===== config.mk =====
export PLATFORM = sky130hd
export DESIGN_NAME = tsdr_regs
export DESIGN_NICKNAME = d
export VERILOG_FILES = /design/src/common/tsdr_pkg.sv /design/src/design/tsdr_regs.sv
export SDC_FILE = /design/constraint.sdc
export NUM_CORES = 1
export LEC_CHECK = 0
export BUFFER_PORTS_ARGS = -buffer_cell sky130_fd_sc_hd__buf_2
export CORE_ASPECT_RATIO = 1.1
export CORE_MARGIN = 1.5
export CORE_UTILIZATION = 50
export CTS_CLUSTER_DIAMETER = 100
export DETAILED_ROUTE_END_ITERATION = 10
export PLACE_DENSITY = 0.75
export SLEW_MARGIN = 15
export SYNTH_ARGS = -nofsm -noshare
export SYNTH_HDL_FRONTEND = slang
export SYNTH_SLANG_ARGS = --single-unit

===== constraint.sdc =====
create_clock -name ref_clk -period 1.5 [get_ports ref_clk]
set_input_delay 0.225 -clock ref_clk [delete_from_list [all_inputs] [get_ports ref_clk]]
set_output_delay 0.225 -clock ref_clk [all_outputs]
set_load 0.01 [all_outputs]

===== src/common/tsdr_pkg.sv =====
// Package with register map, field layout and timing constants of the touch sensor result bank.
package tsdr_pkg;
  localparam logic [7:0] CH1_LOW_ADDR      = 8'h04;  // Channel 1 result, low byte.
  localparam logic [7:0] CH1_HIGH_ADDR     = 8'h05;  // Channel 1 result, high nibble.
  localparam logic [7:0] CH2_LOW_ADDR      = 8'h06;  // Channel 2 result, low byte.
  localparam logic [7:0] CH2_HIGH_ADDR     = 8'h07;  // Channel 2 result, high nibble.
  localparam logic [7:0] CH3_LOW_ADDR      = 8'h08;  // Channel 3 result, low byte.
  localparam logic [7:0] CH3_HIGH_ADDR     = 8'h09;  // Channel 3 result, high nibble.
  localparam logic [7:0] CTRL_ADDR         = 8'h0A;  // Reset and control register.
  localparam int         FULL_RESET_BIT    = 4;      // Position of the full reset bit.
  localparam int         CONFIG_HOLD_BIT   = 0;      // Position of the configuration hold bit.
  localparam logic [7:0] CTRL_WR_MASK      = 8'h11;  // Passes the two defined bits; the reset bit never stays set.
  localparam logic [7:0] CTRL_RESET        = 8'h00;  // Control register reset value.
  localparam logic [11:0] SAMPLE_RESET     = 12'h000; // Result reset value.
  localparam logic [11:0] SAMPLE_POS_MAX   = 12'h7FF; // Most positive result code.
  localparam logic [11:0] SAMPLE_NEG_MAX   = 12'h800; // Most negative result code.
  localparam int         CLK_HZ            = 20000000; // Internal clock rate.
  localparam int         READY_DELAY_NS    = 1000;   // Settling time after a full reset.
  localparam int         READY_CYCLES      = (READY_DELAY_NS * (CLK_HZ / 1000000) + 999) / 1000;

  // A register bus access as seen by the serial port front end.
  typedef struct packed {
    logic       wr;    // Write strobe, one cycle.
    logic       rd;    // Read strobe, one cycle.
    logic [7:0] addr;  // Register address.
    logic [7:0] wdata; // Write data.
  } tsdr_access_t;

  // One conversion result delivered by the converter.
  typedef struct packed {
    logic        valid; // Result valid, one cycle.
    logic [1:0]  chan;  // Channel number, 1 to 3 used here.
    logic [11:0] value; // Two's-complement result.
  } tsdr_sample_t;
endpackage : tsdr_pkg


===== src/design/tsdr_regs.sv =====
// Result registers for channels 1 to 3 and the reset/control register.
`timescale 1ns/1ps
//
// Operation
// - Low byte holds result bits seven to zero.
// - High register holds bits eleven to eight.
// - Channels two and three only on four-channel part.
// - Results are read-only and reset to zero.
// - Control bit four resets whole device.
// - No conversions until ready flag reads one.
// - Control bit zero holds conversions off.
// - Configuration mode keeps register settings unchanged.
// - Ready flag one when ready, else zero.
// - Saturation flag on extreme result codes.
module tsdr_regs #(
  parameter bit FOUR_CHAN    = 1'b1,                 // One for the four-channel variant.
  parameter int READY_CYCLES = tsdr_pkg::READY_CYCLES // Cycles from full reset to ready.
) (
  input  wire logic                   ref_clk,         // Internal 20 MHz clock.
  input  wire logic                   rstn,            // Asynchronous reset, active low.
  input  wire tsdr_pkg::tsdr_access_t bus,             // Register access from the port.
  output logic [7:0]                  rdata,           // Registered read data.
  input  wire tsdr_pkg::tsdr_sample_t sample,          // New conversion result.
  input  wire logic                   status_read,     // Status register read, clears flag.
  output logic                        conv_enable,     // High while conversions may run.
  output logic                        chip_ready,      // Ready flag for the status register.
  output logic                        saturation_flag, // Sticky saturation flag.
  output logic                        dev_reset_pulse  // One-cycle reset to the rest of chip.
);
  localparam int CW = $clog2(READY_CYCLES + 1); // Counter width.

  logic [11:0]   sample_reg [1:3];  // Stored results per channel.
  logic [11:0]   sample_next [1:3]; // Next results per channel.
  logic [7:0]    ctrl_reg;          // Control register.
  logic [7:0]    ctrl_next;         // Next control value.
  logic [CW-1:0] wait_reg;          // Cycles left until ready.
  logic [CW-1:0] wait_next;         // Next wait count.
  logic          ready_reg;         // Ready state.
  logic          ready_next;        // Next ready state.
  logic          sat_reg;           // Saturation state.
  logic          sat_next;          // Next saturation state.
  logic [7:0]    rdata_reg;         // Read data holding register.
  logic [7:0]    rdata_next;        // Next read data.
  logic          rst_pulse_reg;     // Reset pulse register.
  logic          rst_pulse_next;    // Next reset pulse.
  logic          conv_en_reg;       // Conversion enable, registered for a clean output.
  logic          conv_en_next;      // Next conversion enable.
  logic          ctrl_wr;           // Write to control register this cycle.
  logic          full_reset;        // Software full reset requested.
  logic          accept;            // A result may be stored.

  assign ctrl_wr    = bus.wr && (bus.addr == tsdr_pkg::CTRL_ADDR);
  assign full_reset = ctrl_wr && bus.wdata[tsdr_pkg::FULL_RESET_BIT];
  // Results only land while not held and ready; channel 2 and 3 need the larger part.
  assign accept = sample.valid && ready_reg && !ctrl_reg[tsdr_pkg::CONFIG_HOLD_BIT]
                  && (sample.chan != 2'h0)
                  && (FOUR_CHAN || sample.chan == 2'h1);

  // Result storage; a full reset clears every result to its default.
  always_comb
  begin
    for (int i = 1; i <= 3; i++)
    begin
      sample_next[i] = sample_reg[i];
      if (full_reset)
      begin
        sample_next[i] = tsdr_pkg::SAMPLE_RESET;
      end
      else if (accept && sample.chan == 2'(i))
      begin
        sample_next[i] = sample.value;
      end
    end
  end

  // The result registers have no write path, so host writes never reach them.
  always_ff @(posedge ref_clk or negedge rstn)
  begin
    if (!rstn)
    begin
      for (int i = 1; i <= 3; i++)
      begin
        sample_reg[i] <= tsdr_pkg::SAMPLE_RESET;
      end
    end
    else
    begin
      for (int i = 1; i <= 3; i++)
      begin
        sample_reg[i] <= sample_next[i];
      end
    end
  end

  // Control, ready and saturation state.
  always_comb
  begin
    ctrl_next      = ctrl_reg;
    wait_next      = wait_reg;
    ready_next     = ready_reg;
    sat_next       = sat_reg;
    rst_pulse_next = full_reset;
    if (full_reset)
    begin
      // The reset bit self-clears because the control register returns to its default.
      ctrl_next  = tsdr_pkg::CTRL_RESET;
      wait_next  = CW'(READY_CYCLES);
      ready_next = 1'b0;
      sat_next   = 1'b0;
    end
    else
    begin
      if (ctrl_wr)
      begin
        // Only the hold bit is stored; reserved bits read as zero. Holding changes nothing else.
        ctrl_next = bus.wdata & tsdr_pkg::CTRL_WR_MASK;
      end
      if (!ready_reg)
      begin
        if (wait_reg <= CW'(1))
        begin
          ready_next = 1'b1;
          wait_next  = '0;
        end
        else
        begin
          wait_next = wait_reg - CW'(1);
        end
      end
      if (status_read)
      begin
        sat_next = 1'b0;
      end
      // A saturating result in the clearing cycle still sets the flag.
      if (accept && (sample.value == tsdr_pkg::SAMPLE_POS_MAX ||
                     sample.value == tsdr_pkg::SAMPLE_NEG_MAX))
      begin
        sat_next = 1'b1;
      end
    end
    // The enable is built from the next values so that the registered output
    // falls at the same edge as the hold bit or the ready flag, not one later.
    conv_en_next = ready_next && !ctrl_next[tsdr_pkg::CONFIG_HOLD_BIT];
  end

  // Control, ready, saturation and enable registers; out of reset the part is ready.
  always_ff @(posedge ref_clk or negedge rstn)
  begin
    if (!rstn)
    begin
      ctrl_reg      <= tsdr_pkg::CTRL_RESET;
      wait_reg      <= '0;
      ready_reg     <= 1'b1;
      sat_reg       <= 1'b0;
      rst_pulse_reg <= 1'b0;
      conv_en_reg   <= 1'b1;
    end
    else
    begin
      ctrl_reg      <= ctrl_next;
      wait_reg      <= wait_next;
      ready_reg     <= ready_next;
      sat_reg       <= sat_next;
      rst_pulse_reg <= rst_pulse_next;
      conv_en_reg   <= conv_en_next;
    end
  end

  // Read mux; reserved nibbles are forced to zero.
  always_comb
  begin
    rdata_next = 8'h00;
    if (bus.rd)
    begin
      case (bus.addr)
        tsdr_pkg::CH1_LOW_ADDR:  rdata_next = sample_reg[1][7:0];
        tsdr_pkg::CH1_HIGH_ADDR: rdata_next = {4'h0, sample_reg[1][11:8]};
        tsdr_pkg::CH2_LOW_ADDR:  rdata_next = sample_reg[2][7:0];
        tsdr_pkg::CH2_HIGH_ADDR: rdata_next = {4'h0, sample_reg[2][11:8]};
        tsdr_pkg::CH3_LOW_ADDR:  rdata_next = sample_reg[3][7:0];
        tsdr_pkg::CH3_HIGH_ADDR: rdata_next = {4'h0, sample_reg[3][11:8]};
        tsdr_pkg::CTRL_ADDR:     rdata_next = ctrl_reg;
        default:                 rdata_next = 8'h00;
      endcase
    end
  end

  // Read data register; it returns to zero in any cycle without a read.
  always_ff @(posedge ref_clk or negedge rstn)
  begin
    if (!rstn)
    begin
      rdata_reg <= 8'h00;
    end
    else
    begin
      rdata_reg <= rdata_next;
    end
  end

  assign rdata           = rdata_reg;
  assign chip_ready      = ready_reg;
  assign saturation_flag = sat_reg;
  assign dev_reset_pulse = rst_pulse_reg;
  assign conv_enable     = conv_en_reg;

  // Checks. Each property is sampled on the internal clock and is off while rstn is low,
  // so none of them has to reason about the reset values being loaded.

  // A full reset returns control to default, drops ready and raises the pulse.
  chk_reset_clears_ctrl: assert property (@(posedge ref_clk) disable iff (!rstn)
    full_reset |=> (ctrl_reg == 8'h00) && !ready_reg && dev_reset_pulse)
    else $error("full reset did not clear control");

  // Every stored result goes back to zero on a full reset.
  chk_reset_clears_data: assert property (@(posedge ref_clk) disable iff (!rstn)
    full_reset |=> sample_reg[1] == 12'h000 && sample_reg[2] == 12'h000
                   && sample_reg[3] == 12'h000)
    else $error("full reset did not clear results");

  // The hold bit blocks both the enable and the storing of results.
  chk_hold_blocks_conv: assert property (@(posedge ref_clk) disable iff (!rstn)
    ctrl_reg[0] |-> !conv_enable && !accept)
    else $error("conversion accepted while held");

  // A result offered before ready leaves every channel as it was.
  chk_not_ready_blocks: assert property (@(posedge ref_clk) disable iff (!rstn)
    !ready_reg && sample.valid && !full_reset |=> $stable(sample_reg[1])
      && $stable(sample_reg[2]) && $stable(sample_reg[3]))
    else $error("result stored before ready");

  // Ready comes back within a bounded settle time after it drops.
  chk_ready_returns: assert property (@(posedge ref_clk) disable iff (!rstn)
    $fell(ready_reg) |-> ##[1:1000] ready_reg)
    else $error("ready flag never returned");

  // The upper nibble of a high result register always reads zero.
  chk_high_reserved: assert property (@(posedge ref_clk) disable iff (!rstn)
    bus.rd && bus.addr == tsdr_pkg::CH2_HIGH_ADDR |=> rdata[7:4] == 4'h0)
    else $error("reserved result bits not zero");

  // A low byte read returns result bits seven to zero.
  chk_low_byte_read: assert property (@(posedge ref_clk) disable iff (!rstn)
    bus.rd && bus.addr == tsdr_pkg::CH1_LOW_ADDR |=> rdata == $past(sample_reg[1][7:0]))
    else $error("low byte read mismatch");

  // A high register read returns result bits eleven to eight.
  chk_high_nibble_read: assert property (@(posedge ref_clk) disable iff (!rstn)
    bus.rd && bus.addr == tsdr_pkg::CH3_HIGH_ADDR |=> rdata[3:0] == $past(sample_reg[3][11:8]))
    else $error("high nibble read mismatch");

  // On the two-channel part the upper channels never hold data.
  chk_two_chan_idle: assert property (@(posedge ref_clk) disable iff (!rstn)
    !FOUR_CHAN |-> sample_reg[2] == 12'h000 && sample_reg[3] == 12'h000)
    else $error("absent channel holds data");

  // The most positive code raises the saturation flag.
  chk_saturation_set: assert property (@(posedge ref_clk) disable iff (!rstn)
    accept && !full_reset && sample.value == 12'h7FF |=> saturation_flag)
    else $error("saturation not flagged");

  // Entering hold keeps the stored results; a result landing that cycle is excluded.
  chk_hold_keeps_data: assert property (@(posedge ref_clk) disable iff (!rstn)
    ctrl_wr && bus.wdata == 8'h01 && !accept |=> $stable(sample_reg[1]) && ctrl_reg == 8'h01)
    else $error("config mode altered settings");

  // The most negative code raises the saturation flag as well.
  chk_sat_neg_code: assert property (@(posedge ref_clk) disable iff (!rstn)
    accept && !full_reset && sample.value == 12'h800 |=> saturation_flag)
    else $error("negative saturation not flagged");

  // A status read with no saturating result that cycle clears the flag.
  chk_sat_read_clears: assert property (@(posedge ref_clk) disable iff (!rstn)
    status_read && !accept && !full_reset |=> !saturation_flag)
    else $error("saturation flag not cleared by read");

  // The reset pulse lasts one cycle unless a new full reset follows.
  chk_reset_pulse_once: assert property (@(posedge ref_clk) disable iff (!rstn)
    dev_reset_pulse && !full_reset |=> !dev_reset_pulse)
    else $error("reset pulse longer than one cycle");

  // An accepted channel 2 result is stored whole in the next cycle.
  chk_result_stored: assert property (@(posedge ref_clk) disable iff (!rstn)
    accept && !full_reset && sample.chan == 2'h2 |=> sample_reg[2] == $past(sample.value))
    else $error("accepted result not stored");

  // A full reset also clears the saturation flag and stops conversions.
  chk_reset_clears_flag: assert property (@(posedge ref_clk) disable iff (!rstn)
    full_reset |=> !saturation_flag && !conv_enable)
    else $error("full reset left flag or enable set");

  // The two-channel part drops results for channels it does not have.
  chk_absent_chan_drop: assert property (@(posedge ref_clk) disable iff (!rstn)
    sample.valid && !FOUR_CHAN && sample.chan != 2'h1 |-> !accept)
    else $error("absent channel result accepted");

  // While not ready the conversion enable stays low.
  chk_ready_blocks_enable: assert property (@(posedge ref_clk) disable iff (!rstn)
    !ready_reg |-> !conv_enable)
    else $error("conversions enabled before ready");

  // Reserved control bits and the self-clearing reset bit always read zero.
  chk_ctrl_reserved_zero: assert property (@(posedge ref_clk) disable iff (!rstn)
    ctrl_reg[7:1] == 7'h00)
    else $error("reserved control bits stored");
endmodule : tsdr_regs


==> results.toml <==
[place]
dp.final_hpwl_um = 4200
dp_cells = 375
gp_congestion = 0.827
port_buffers = 41

[drt]
via_per_inst = 5.51
vias = 2114
routedWlPerCell_um = 15.5
ant_nets = 0
wl_met1_um = 2630
wl_um = 5970
met2_length_um = 2850
dr_wl_met3_um = 330
drc = 0
dr.pass1.iters = 4
top_layer_used = "met4"
drt-initial-drc-count = 176

[setup_path]
cp_slowest_stage_delay_ns = 0.53
cp-end-kind = "flop"
cp.required_ns = 1.70
crit_top_cell = "and3b_2"
critPathKind = "flop to flop"
rr_worst_depth = 5
path_cells = "and3b_2, and3b_2, buf_12, mux2i_4, nor2_1"
cp.arrival_ns = 1.73
crit_family = "flip-flops"
critPathSlowestCell = "dfstp_2"
worst-path-buf-inv = 1
path_max_fanout = 12
cp_num_cells = 5
cp-start-kind = "flop"

[worst_hold_path]
hold_class = "input pin to flop"
min_path_cells = 3

[cts]
clk_latency_ns = 0.30
clkTransAtPathRegs_ns = 0.09
postCtsSetupBuffers = 0
clock-sinks = 54
cts_root_buf = "clkbuf_8"
cts-buffers-inserted = 5
clockBufferDepth = 2
cts_tree = "done"
cts-htree-levels = 2

[logic_synthesis]
synth_adder_area_share_pct = 0.924
synth-seq-cells = 54
syn_area_um2 = 2710
yosys_most_used_dff = "dfrtp_1"
synth_mux_area_share_pct = 16.8
synthesis.nets = 295
synth_top_family_by_area = "simple AND/OR/NAND/NOR gates"
post_synth.cell_area_avg_um2 = 10.5
ys.warnings.count = 0
ys_async_sr_fraction_pct = 100
synthXorXnorAreaFrac_pct = 0
synth_edf_count = 0
synth_cell_types = 44
synthCells = 257
seq_area_frac_synth_pct = 50.0
synth_compound_area_share_pct = 8.13
yosys.area_share.simple_pct = 19.5

[sta]
skew_ns = 0.00643
setup-tns-final_ns = -0.154
fin_crit_sh_pct = 102
slew_viol_final = 0
slew_headroom_pct = 72.6
setup_violations = 10
layout_min_cycle_time_ns = 1.54
finalHoldViolCount = 0
setup_ws_ns = -0.0371
rsz0062_at_grt = "yes"
worstMarginPinSlew_ns = 0.410
max_freq_mhz = 651

[grt]
antenna_found_initial = 0
grt_max_degree = 37
grt_pass1_vias = 2053
grt_pass1_wl_um = 9640
gr-usage-all-layers_pct = 21.7
grt_overflow = 0

[floorplan]
start_util_pct = 53.1
rows = 27
core_um2 = 5100
fp.dieH_um = 80.2
die_w_um = 73.2
dieArea_um2 = 5870
num_io_pins = 48

[layout]
largest_reg_flops = 36
area_growth_pct = 20.1
fin_nets = 349
drive_above_1_share_pct = 26.0
n_antenna_cell = 0
instances_no_fill = 384

[power_and_ir_drop]
p_comb_share_pct = 17.9
p_per_area_nw_per_um2 = 985
leakagePower_nw = 1.59
peakVddDrop_mv = 0.528
switching_share_pct = 27.9
pwr-share-seq_pct = 56.3
intPower_mw = 2.31
p_sw_mw = 0.893
clkPwrFrac_pct = 25.7

[run]
maxCapViolCount = 0

[status]
failed_checks = "negative setup slack"
status = "complete, but fails checks"
==> synthesized netlist by cell type (all sizes together), types with 2 or more instances <==
cell type | count | area (um^2)
a22oi | 2 | 15.0
dfstp | 2 | 52.6
nand3 | 20 | 100
nor4b | 3 | 26.3
a21boi | 2 | 15.0
nand2 | 6 | 22.5
dfrtp | 52 | 1300
buf | 10 | 81.3
and3b | 7 | 61.3
inv | 6 | 22.5
o21bai | 2 | 15.0
a21oi | 11 | 55.1
nand3b | 2 | 15.0
nor4 | 3 | 33.8
ha | 2 | 25.0
nor2b | 2 | 12.5
o21ai | 2 | 10.0
and2 | 2 | 12.5
mux2 | 2 | 22.5
a21o | 4 | 30.0
nor3 | 2 | 10.0
nor2 | 46 | 173
and3 | 2 | 12.5
clkbuf | 6 | 22.5
mux2i | 41 | 410
nand2b | 2 | 12.5
o21a | 3 | 22.5
nand4 | 2 | 12.5
==> power by group through the flow <==
stage,Clock (mW),Combinational [mW],Sequential [mW]
2_1_floorplan,0,0.361,1.79
3_3_place_gp,0,0.538,1.81
3_5_place_dp,0,0.563,1.82
4_1_cts,0.841,0.566,1.80
5_1_grt,0.890,0.648,1.84
6_report,0.824,0.575,1.81
==> layout make-up <==
| class | count | area, um^2 |
|---|---|---|
| multi-input combinational | 181 | 1260 |
| sequential | 54 | 1350 |
| clock inverter | 1 | 5.00 |
| tap | 72 | 90.1 |
| clock buffer | 7 | 86.3 |
| timing repair buffer | 63 | 435 |
| inverter | 6 | 22.5 |
| fill | 426 | 1850 |
==> tightest hold or removal path: stages <==
cell      delay [ns]
buf_2           0.07
nand2b_1        0.08
a21oi_1         0.05
==> routing by layer <==
layer,up-vias,track usage [%]
met5,-,0
met4,0,8.49
met3,17,4.64
met2,68,35.7
met1,1012,27.5
li1,1017,-
==> metrics by stage <==
step	util [%]	setup WS, ns	cell area, um^2	hold WS, ns	total power, mW
after floorplan	-	-0.0698	2720	-0.0706	2.15
after global placement	61.1	-0.0333	3120	0.0733	2.35
after detailed placement	61.1	-0.105	3120	0.0724	2.38
after CTS	63.2	-0.0270	3220	0.156	3.20
after global routing	63.7	-0.0902	3250	0.198	3.37
final	63.7	-0.0371	3250	0.165	3.20
==> kinds of logic (layout without fill, tap and decap cells) <==
group / Yosys count / in the layout
mux: 44 / 44
fa+ha+maj: 2 / 2
simple gates: 102 / 102
flops: 54 / 54
compound gates: 33 / 33
buf+inv: 22 / 77
==> cells in the final DEF (no fill, tap or decap), types with 2 or more instances in the layout <==
| master | instances |
|---|---|
| dfstp_2 | 2 |
| mux2_2 | 2 |
| a21o_1 | 4 |
| clkbuf_8 | 6 |
| nand3_1 | 20 |
| a21oi_1 | 11 |
| nand2b_1 | 2 |
| nand2_1 | 6 |
| o21ai_0 | 2 |
| buf_4 | 16 |
| and2_1 | 2 |
| o21bai_1 | 2 |
| nor2b_1 | 2 |
| buf_12 | 5 |
| ha_1 | 2 |
| a22oi_1 | 2 |
| nand4_1 | 2 |
| nor4_1 | 2 |
| nand3b_1 | 2 |
| o21a_1 | 3 |
| mux2i_1 | 39 |
| inv_1 | 6 |
| and3b_1 | 5 |
| and3_1 | 2 |
| nor3_1 | 2 |
| buf_2 | 41 |
| nor2_1 | 46 |
| and3b_2 | 2 |
| nor4b_1 | 2 |
| dfrtp_1 | 52 |
==> timing repair <==
| action | CTS | global route |
|---|---|---|
| setup endpoints to repair | 14 | 30 |
| hold buffers | 1 | 0 |
| endpoints found under the hold margin | 27 | 0 |
| gates resized for setup | 2 | 5 |
==> final timing paths <==
check	start	slack, ns	to
max reg2reg	chip_ready	-0.04	sample_reg[20]
min reg2reg	sample_reg[1]	0.53	sample_reg[1]
min in group asynchronous	rstn	0.28	sample_reg[20]
min	status_read	0.17	saturation_flag
max in group asynchronous	rstn	0.71	chip_ready
max	chip_ready	-0.04	sample_reg[20]
No activity file was read; power rests on OpenSTA's default activity.
